--- config.mk ---
export PLATFORM = sky130hd
export DESIGN_NAME = adcs_top
export DESIGN_NICKNAME = d
export VERILOG_FILES = /design/src/rtl/adcs_pkg.sv /design/src/rtl/adcs_top.sv
export SDC_FILE = /design/constraint.sdc
export NUM_CORES = 1
export LEC_CHECK = 0
export BUFFER_PORTS_ARGS = -buffer_cell sky130_fd_sc_hd__buf_2
export CORE_MARGIN = 4
export CORE_UTILIZATION = 35
export DETAILED_ROUTE_END_ITERATION = 6
export SLEW_MARGIN = 30
export SYNTH_ARGS = -nofsm -noshare
export SYNTH_HDL_FRONTEND = slang
export SYNTH_SLANG_ARGS = --single-unit
--- constraint.sdc ---
create_clock -name clk_i -period 5.23 [get_ports clk_i]
set_clock_uncertainty 0.2 [all_clocks]
set_input_delay 0.523 -clock clk_i [delete_from_list [all_inputs] [get_ports clk_i]]
set_output_delay 0.523 -clock clk_i [all_outputs]
set_load 0.02 [all_outputs]
--- src/rtl/adcs_pkg.sv ---
// Package for the converter control block: offsets, fields, reset values, codes.
// Assumes a plain strobed register port on the CPU side.
package adcs_pkg;
  // Register offsets (byte addresses on the plain port)
  localparam logic [1:0] OFF_STATUS_CONTROL = 2'h0;
  localparam logic [1:0] OFF_RESULT = 2'h1;
  localparam logic [1:0] OFF_CLOCK_SETUP = 2'h2;
  // Status/control field positions
  localparam int DONE_BIT = 7;
  localparam int IRQ_EN_BIT = 6;
  localparam int CONT_BIT = 5;
  localparam int CHAN_LSB = 0;
  localparam int CHAN_W = 5;
  // Clock setup field positions
  localparam int PRESC_LSB = 5;
  localparam int PRESC_W = 3;
  localparam int SRC_BIT = 4;
  // Reset values and the result for reserved channels
  localparam logic [7:0] RST_STATUS_CONTROL = 8'h1F;
  localparam logic [7:0] RST_CLOCK_SETUP = 8'h00;
  localparam logic [7:0] RST_RESULT = 8'h00;
  localparam logic [7:0] RESERVED_RESULT = 8'h00;
  // Channel codes
  localparam logic [4:0] CH_LAST_EXT = 5'h05;
  localparam logic [4:0] CH_REF_HIGH = 5'h1D;
  localparam logic [4:0] CH_REF_LOW = 5'h1E;
  localparam logic [4:0] CH_POWER_OFF = 5'h1F;
  localparam int NUM_EXT = 6;
  // Conversion length in converter clock ticks (16 to 17)
  localparam logic [4:0] CONV_TICKS = 5'h10;
  localparam logic [7:0] FULL_SCALE = 8'hFF;
  localparam logic [7:0] ZERO_SCALE = 8'h00;

  typedef enum logic [1:0] {
    ST_IDLE = 2'b00,
    ST_SYNC = 2'b01,
    ST_CONV = 2'b10
  } adcs_state_t;

  typedef struct packed {
    logic [1:0] addr;
    logic [7:0] wdata;
    logic wr;
    logic rd;
  } adcs_bus_t;

  typedef struct packed {
    logic start;
    logic [2:0] mux;
    logic ref_high;
    logic ref_low;
    logic power_on;
  } adcs_core_ctl_t;
endpackage : adcs_pkg

--- src/rtl/adcs_top.sv ---
// Converter control: registers, channel mux control, prescaler, sequencing.
// Assumes a synchronous CPU register port and an analog core that answers per tick.
//
// Decided for this implementation: the register offsets and strobed register access.
`timescale 1ns/10ps
module adcs_top #(
  parameter int NUM_PINS = adcs_pkg::NUM_EXT
) (
  input wire logic clk_i,
  input wire logic rst_i,
  input wire logic [1:0] addr_i,
  input wire logic [7:0] wdata_i,
  input wire logic wr_i,
  input wire logic rd_i,
  output logic [7:0] rdata_o,
  input wire logic crystal_clock_i,
  input wire logic [7:0] core_sample_i,
  input wire logic [NUM_PINS-1:0] port_in_i,
  output logic [NUM_PINS-1:0] pin_analog_o,
  output logic [NUM_PINS-1:0] port_read_o,
  output logic conv_irq_o,
  output adcs_pkg::adcs_core_ctl_t core_ctl_o
);
  import adcs_pkg::*;

  adcs_bus_t bus;
  assign bus = '{addr: addr_i, wdata: wdata_i, wr: wr_i, rd: rd_i};

  logic [7:0] status_control;
  logic [7:0] next_status_control;
  logic [7:0] clock_setup;
  logic [7:0] next_clock_setup;
  logic [7:0] conversion_result;
  logic [7:0] next_conversion_result;
  logic [7:0] next_rdata;
  logic irq_pending;
  logic next_irq_pending;
  logic first_done;
  logic next_first_done;
  adcs_state_t state;
  adcs_state_t next_state;
  logic [4:0] tick_count;
  logic [4:0] next_tick_count;
  logic [3:0] div_count;
  logic [3:0] next_div_count;
  logic xtal_q;
  logic xtal_qq;
  logic xtal_prev;
  logic conv_tick;
  logic next_conv_tick;
  adcs_core_ctl_t next_core_ctl;
  logic [NUM_PINS-1:0] next_pin_analog;
  logic [NUM_PINS-1:0] next_port_read;

  wire logic status_wr = bus.wr && bus.addr == OFF_STATUS_CONTROL;
  wire logic result_rd = bus.rd && bus.addr == OFF_RESULT;
  wire logic [4:0] channel_selector = status_control[CHAN_LSB +: CHAN_W];
  wire logic conv_irq_enable = status_control[IRQ_EN_BIT];
  wire logic continuous_convert = status_control[CONT_BIT];
  wire logic [2:0] clock_prescaler = clock_setup[PRESC_LSB +: PRESC_W];
  wire logic input_clock_source = clock_setup[SRC_BIT];
  wire logic powered = channel_selector != CH_POWER_OFF;
  wire logic conv_done = state == ST_CONV && conv_tick && tick_count == CONV_TICKS - 5'h01;

  // Divide ratio mask: 0,1,3,7 or 15
  function automatic logic [3:0] div_mask(input logic [2:0] code);
    if (code[2]) begin
      div_mask = 4'hF;
    end else begin
      case (code[1:0])
        2'b00: div_mask = 4'h0;
        2'b01: div_mask = 4'h1;
        2'b10: div_mask = 4'h3;
        default: div_mask = 4'h7;
      endcase
    end
  endfunction : div_mask

  // Classify a channel code as external input
  function automatic logic is_external(input logic [4:0] ch);
    is_external = ch <= CH_LAST_EXT;
  endfunction : is_external

  // Crystal clock sampled as a level
  always_ff @(posedge clk_i or posedge rst_i) begin
    if (rst_i) begin
      xtal_q <= 1'b0;
      xtal_qq <= 1'b0;
      xtal_prev <= 1'b0;
    end else begin
      xtal_q <= crystal_clock_i;
      xtal_qq <= xtal_q;
      xtal_prev <= xtal_qq;
    end
  end

  // Prescaler
  always_comb begin
    logic src_edge;
    src_edge = 1'b0;
    next_div_count = div_count;
    next_conv_tick = 1'b0;
    src_edge = input_clock_source ? 1'b1 : (xtal_qq && !xtal_prev);
    if (src_edge) begin
      if (div_count >= div_mask(clock_prescaler)) begin
        next_div_count = 4'h0;
        next_conv_tick = 1'b1;
      end else begin
        next_div_count = div_count + 4'h1;
      end
    end
  end

  always_ff @(posedge clk_i or posedge rst_i) begin
    if (rst_i) begin
      div_count <= 4'h0;
      conv_tick <= 1'b0;
    end else begin
      div_count <= next_div_count;
      conv_tick <= next_conv_tick;
    end
  end

  // Registers, flags and sequencing
  always_comb begin
    next_status_control = status_control;
    next_clock_setup = clock_setup;
    next_conversion_result = conversion_result;
    next_irq_pending = irq_pending;
    next_first_done = first_done;
    next_state = state;
    next_tick_count = tick_count;
    if (bus.wr && bus.addr == OFF_CLOCK_SETUP) begin
      next_clock_setup = {bus.wdata[7:SRC_BIT], 4'h0};
    end
    if (status_wr || result_rd) begin
      next_irq_pending = 1'b0;
      next_status_control[DONE_BIT] = 1'b0;
    end
    if (status_wr) begin
      next_status_control[6:0] = bus.wdata[6:0];
      if (conv_irq_enable == 1'b1 && bus.wdata[IRQ_EN_BIT]) begin
        next_status_control[DONE_BIT] = bus.wdata[DONE_BIT];
      end
      next_first_done = 1'b0;
      next_tick_count = 5'h00;
      next_state = ST_SYNC;
    end else begin
      case (state)
        ST_IDLE: begin
          next_tick_count = 5'h00;
        end
        ST_SYNC: begin
          if (!powered) begin
            next_state = ST_IDLE;
          end else if (conv_tick) begin
            next_state = ST_CONV;
          end
        end
        ST_CONV: begin
          if (!powered) begin
            next_state = ST_IDLE;
          end else if (conv_tick) begin
            next_tick_count = tick_count + 5'h01;
            if (conv_done) begin
              next_tick_count = 5'h00;
              next_state = continuous_convert ? ST_CONV : ST_IDLE;
              if (is_external(channel_selector) || channel_selector == CH_REF_HIGH ||
                  channel_selector == CH_REF_LOW) begin
                next_conversion_result = core_sample_i;
              end else begin
                next_conversion_result = RESERVED_RESULT;
              end
              if (conv_irq_enable) begin
                next_irq_pending = 1'b1;
              end else if (!continuous_convert || !first_done) begin
                next_status_control[DONE_BIT] = 1'b1;
              end
              next_first_done = 1'b1;
            end
          end
        end
        default: next_state = ST_IDLE;
      endcase
    end
  end

  always_ff @(posedge clk_i or posedge rst_i) begin
    if (rst_i) begin
      status_control <= RST_STATUS_CONTROL;
      clock_setup <= RST_CLOCK_SETUP;
      conversion_result <= RST_RESULT;
      irq_pending <= 1'b0;
      first_done <= 1'b0;
      state <= ST_IDLE;
      tick_count <= 5'h00;
    end else begin
      status_control <= next_status_control;
      clock_setup <= next_clock_setup;
      conversion_result <= next_conversion_result;
      irq_pending <= next_irq_pending;
      first_done <= next_first_done;
      state <= next_state;
      tick_count <= next_tick_count;
    end
  end

  // Read data, pin steering and core control
  always_comb begin
    next_rdata = 8'h00;
    if (bus.rd) begin
      if (bus.addr == OFF_STATUS_CONTROL) begin
        next_rdata = status_control;
      end else if (bus.addr == OFF_RESULT) begin
        next_rdata = conversion_result;
      end else if (bus.addr == OFF_CLOCK_SETUP) begin
        next_rdata = clock_setup;
      end else begin
        next_rdata = 8'h00;
      end
    end
    for (int i = 0; i < NUM_PINS; i++) begin
      next_pin_analog[i] = powered && channel_selector == 5'(i);
      next_port_read[i] = next_pin_analog[i] ? 1'b0 : port_in_i[i];
    end
    next_core_ctl.start = state == ST_SYNC && conv_tick && powered;
    next_core_ctl.mux = channel_selector[2:0];
    next_core_ctl.ref_high = channel_selector == CH_REF_HIGH;
    next_core_ctl.ref_low = channel_selector == CH_REF_LOW;
    next_core_ctl.power_on = powered;
  end

  always_ff @(posedge clk_i or posedge rst_i) begin
    if (rst_i) begin
      rdata_o <= 8'h00;
      pin_analog_o <= '0;
      port_read_o <= '0;
      conv_irq_o <= 1'b0;
      core_ctl_o <= '0;
    end else begin
      rdata_o <= next_rdata;
      pin_analog_o <= next_pin_analog;
      port_read_o <= next_port_read;
      conv_irq_o <= next_irq_pending && conv_irq_enable && !status_control[DONE_BIT];
      core_ctl_o <= next_core_ctl;
    end
  end

  // Checks
  int_set_a: assert property (@(posedge clk_i) disable iff (rst_i)
    (conv_done && conv_irq_enable && !status_wr) |=> irq_pending)
    else $error("interrupt not raised at conversion end");
  int_clear_a: assert property (@(posedge clk_i) disable iff (rst_i)
    (status_wr || (result_rd && !conv_done)) |=> !irq_pending)
    else $error("interrupt not dropped on access");
  result_upd_a: assert property (@(posedge clk_i) disable iff (rst_i)
    (conv_done && !status_wr && !is_external(channel_selector) && channel_selector != CH_REF_HIGH &&
     channel_selector != CH_REF_LOW) |=> conversion_result == RESERVED_RESULT)
    else $error("reserved channel result not zero");
  single_idle_a: assert property (@(posedge clk_i) disable iff (rst_i)
    (conv_done && !continuous_convert && !status_wr) |=> state == ST_IDLE)
    else $error("single mode did not stop");
  cont_run_a: assert property (@(posedge clk_i) disable iff (rst_i)
    (conv_done && continuous_convert && powered && !status_wr) |=> state == ST_CONV)
    else $error("continuous mode stopped");
  power_off_a: assert property (@(posedge clk_i) disable iff (rst_i)
    (!powered && !status_wr) |=> state != ST_CONV)
    else $error("conversion while powered off");
  start_wr_a: assert property (@(posedge clk_i) disable iff (rst_i)
    status_wr |=> state == ST_SYNC && tick_count == 5'h00)
    else $error("write did not start conversion");
  done_clear_a: assert property (@(posedge clk_i) disable iff (rst_i)
    (result_rd && !status_wr && !conv_done) |=> !status_control[DONE_BIT])
    else $error("done flag not cleared by read");
  pin_read_a: assert property (@(posedge clk_i) disable iff (rst_i)
    pin_analog_o[0] |-> port_read_o[0] == 1'b0)
    else $error("selected pin did not read zero");
  tick_len_a: assert property (@(posedge clk_i) disable iff (rst_i)
    state == ST_CONV |-> tick_count < CONV_TICKS)
    else $error("conversion length wrong");
endmodule : adcs_top

==> out/summary.log <==
[clocking] CTS resizes 0
[logic_synthesis] sequential area share after synthesis 57.7%
[worst_setup_path] category of the worst setup path launch point flip-flop
[worst_setup_path] Worst Path Max Fanout 8
[logic_synthesis] library cell with the highest instance count after synthesis sky130_fd_sc_hd__dfrtp_1
[placement] worst slack at placement 3.00 ns
[layout] utilization after layout 43.6%
[logic_synthesis] Unique masters post-synth 50
[sta] Final Hold Viols 0
[layout] fill cell total of the finished layout 761
[layout] total number of nets in the final design 350
[placement] placed cell count 403
[clocking] clock buffer depth 2
[placement] quantity of I/O buffers inserted on ports 56
[clocking] source-to-sink clock delay at the later pin of the worst-skew pair 0.34 ns
[die] initial cell density of the core 36.2%
[clocking] Clock H-tree levels 3
[layout] Final Instance Count excl. Fillers 419
[drt] post-detailed-route count of antenna-violating nets 0
[logic_synthesis] leading register cell type out of synthesis sky130_fd_sc_hd__dfrtp_1
[sta] worst slew pin tran 0.793 ns
[drt] routed length per placed instance 13.5 um
[clocking] clock tree from TritonCTS built
[die] number of top-level pins 57
[logic_synthesis] Post-Syn Area 0.00283 mm2
[die] Rows 32
[logic_synthesis] synthesized instance count 248
[pwr] Peak supply drop 0.000127 V
[die] Die X 97.9 um
[worst_setup_path] Worst EP required 5.20 ns
[global_routing] initial antenna violation count 0
[worst_setup_path] Worst setup EP type flip-flop
[logic_synthesis] Ys Warns 0
[sta] aggregate negative setup slack 0 ns
[drt] count of TritonRoute iterations in the first routing pass 4
[sta] Final Hold Slack 0.0923 ns
[drt] via count 2009
[die] area of the die 0.00958 mm2
[sta] setup repair after global routing missed its margin no
[drt] drt initial violations 66
[global_routing] via count of the first global-routing pass 2066
[sta] crit share post-route 42.2%
[sta] headroom to the max-slew limit 47.2%
[drt] DRT Wirelength 5640 um
[logic_synthesis] post-synthesis cell type with the largest combined area sky130_fd_sc_hd__dfrtp_1
[logic_synthesis] post-synthesis register bit count 65
[logic_synthesis] mean instance size in the synthesized netlist 11.4 um2
[clocking] Root Buffer sky130_fd_sc_hd__clkbuf_8
[clocking] Hold-fix buffers, CTS 0
[logic_synthesis] synthesized net count 286
[pwr] reported leakage power 1.67 nW
[die] area inside the core boundary 0.00781 mm2
[logic_synthesis] Synth top area share 53.1%
[worst_hold_path] path type of the worst min-delay path in2reg
[drt] number of remaining DRC errors 0
[global_routing] maximum number of pins on one net before global-route repair 66
[worst_setup_path] cell type of the slowest stage on the worst timing path sky130_fd_sc_hd__a2111oi_1
[global_routing] wire length of the first global-routing pass 9940 um
[layout] ratio of cells with drive above 1 in the final layout 29.7%
[clocking] total clock buffers created by CTS 9
[run_status] run status completed
[sta] final worst path period need 2.21 ns
[placement] Final Wtd Congestion 0.789
[worst_setup_path] critical-path cell list inv_1 > ha_1 > and2_1 > o21a_4 > nand2_1 > a2111oi_1
[layout] antenna diode count 0
[sta] worst setup margin 3.02 ns
[pwr] pwr/cell area 372 mW/mm2
[logic_synthesis] fraction of registers with async set/reset 100%
[worst_setup_path] critical path arrival 2.18 ns
[clocking] post-CTS setup-driven buffer insertion count 0
[global_routing] global route overflow 0
[drt] Vias/cell 4.79
[placement] final HPWL from detailed placement 4200 um
[die] height of the chip 97.9 um
[worst_setup_path] delay of the slowest critical-path stage 0.53 ns
[worst_setup_path] Setup Crit Path Kind reg2reg
[global_routing] total global routing track utilization 13.0%
[clocking] clock slew at the register clock pins of the worst setup and hold paths 0.07 ns
[logic_synthesis] cell types with the largest area share after synthesis sky130_fd_sc_hd__dfrtp_1 (53%), sky130_fd_sc_hd__nand2_1 (4.8%), sky130_fd_sc_hd__dfstp_2 (4.6%)
[clocking] Num Clock Sinks 65
[layout] signed area change from the synthesized netlist to the final layout 20.4%
[logic_synthesis] Post-synth EDFFs 0
[sta] total setup violations reported at the end of the flow 0
[sta] maximum clock frequency 453 MHz
[sta] number of max-slew violations in the final report 0
[job] MaxCap Viol Count 0
[logic_synthesis] list of most frequent post-synthesis cells sky130_fd_sc_hd__dfrtp_1 (60), sky130_fd_sc_hd__nand2_1 (36), sky130_fd_sc_hd__nor2_1 (13), sky130_fd_sc_hd__o21ai_0 (13), sky130_fd_sc_hd__inv_1 (11)
## worst paths after layout
kind,from,endpoint,slack (ns),depth (start not counted)
min in group asynchronous,rst_i,conversion_result[5]$_DFFE_PP0P_,0.19,3
setup / recovery,state[0]$_DFFE_PP0P_,conv_irq_o$_DFF_PP0_,3.02,6
max in group asynchronous,rst_i,port_read_o[4]$_DFF_PP0_,4.08,3
setup reg to reg,state[0]$_DFFE_PP0P_,conv_irq_o$_DFF_PP0_,3.02,6
hold / removal,crystal_clock_i,xtal_q$_DFF_PP0_,0.09,1
hold reg to reg,xtal_q$_DFF_PP0_,xtal_qq$_DFF_PP0_,0.15,0
## cell families (layout without fill, tap and decap cells)
group / Yosys count / after routing / synth area share, %
DFF: 65 / 65 / 57.7
AOI/OAI and AO/OA: 47 / 47 / 12.3
muxes: 13 / 13 / 4.78
adders and majority gates: 9 / 9 / 3.98
xor gates and xnor gates: 3 / 3 / 0.929
and+or+nand+nor: 95 / 95 / 17.7
buffers and inverters: 16 / 85 / 2.48
## stage by stage
| stage | total power, mW | instance area, um2 |
|---|---|---|
| 6_report | 1.27 | 3400 |
| 3_3_place_gp | 0.894 | 3220 |
| 5_1_grt | 1.36 | 3400 |
| 3_5_place_dp | 0.901 | 3220 |
| 4_1_cts | 1.29 | 3400 |
| 2_1_floorplan | 0.815 | 2830 |
## placed cells by master (no fill, tap or decap), types with 2 or more instances in the layout
master                        n
sky130_fd_sc_hd__buf_2       56
sky130_fd_sc_hd__and3_1       2
sky130_fd_sc_hd__nand3_1      7
sky130_fd_sc_hd__buf_4        2
sky130_fd_sc_hd__o211ai_1     3
sky130_fd_sc_hd__a21oi_1     10
sky130_fd_sc_hd__nand2b_1     3
sky130_fd_sc_hd__dfrtp_1     60
sky130_fd_sc_hd__nor3_1       2
sky130_fd_sc_hd__and2_1       6
sky130_fd_sc_hd__a22o_1       8
sky130_fd_sc_hd__mux2_2       4
sky130_fd_sc_hd__mux2i_1      9
sky130_fd_sc_hd__nand3b_1     2
sky130_fd_sc_hd__inv_1       10
sky130_fd_sc_hd__dfstp_2      5
sky130_fd_sc_hd__ha_1         9
sky130_fd_sc_hd__clkinvlp_4   2
sky130_fd_sc_hd__clkbuf_8    11
sky130_fd_sc_hd__xor2_1       2
sky130_fd_sc_hd__nor2_1      13
sky130_fd_sc_hd__nand2_1     36
sky130_fd_sc_hd__nor2b_1      9
sky130_fd_sc_hd__o21ai_0     13
sky130_fd_sc_hd__clkinv_2     3
sky130_fd_sc_hd__o21bai_1     2
sky130_fd_sc_hd__or3_1        2
## metal layers
metal | track usage (%) | vias up | share of wire [%]
met1 | 16.0 | 963 | 44
met3 | 5.14 | 9 | 5.2
met4 | 5.32 | 0 | 1.8
met2 | 20.4 | 49 | 49
met5 | 0 | - | 0
li1 | - | 988 | -
## flip-flops by register name, indices dropped and copies added, names as in the netlist, 2 cells and up
name               count
tick_count             5
pin_analog_o           6
core_ctl_o             7
port_read_o            6
status_control         8
state                  2
div_count              4
clock_setup            4
rdata_o                8
conversion_result      8
## area by class of cell
cell class | instances | area, um2 | area share [%]
flip-flops and latches | 65 | 1630 | 48.0
multi-input cells | 167 | 1120 | 33.1
repair buffers | 58 | 295 | 8.68
clock buffers | 11 | 151 | 4.45
well taps | 102 | 128 | 3.75
inverters | 11 | 41.3 | 1.21
clock inverters | 5 | 30.0 | 0.882
## worst max-delay path, delay by kind of cell, from the launching register on
kind | cells | cell delay (ns)
AO/OA/AOI/OAI | 2 | 0.74
adder cells (fa/ha/maj) | 1 | 0.28
buffers and inverters | 1 | 0.11
AND/OR/NAND/NOR | 2 | 0.33
flip-flops | 1 | 0.39
## power breakdown
part           switching [mW]  internal [mW]
logic                   0.153          0.113
clock network           0.184          0.195
registers              0.0566          0.565
total                   0.393          0.873
No activity file was read; power rests on OpenSTA's default activity.
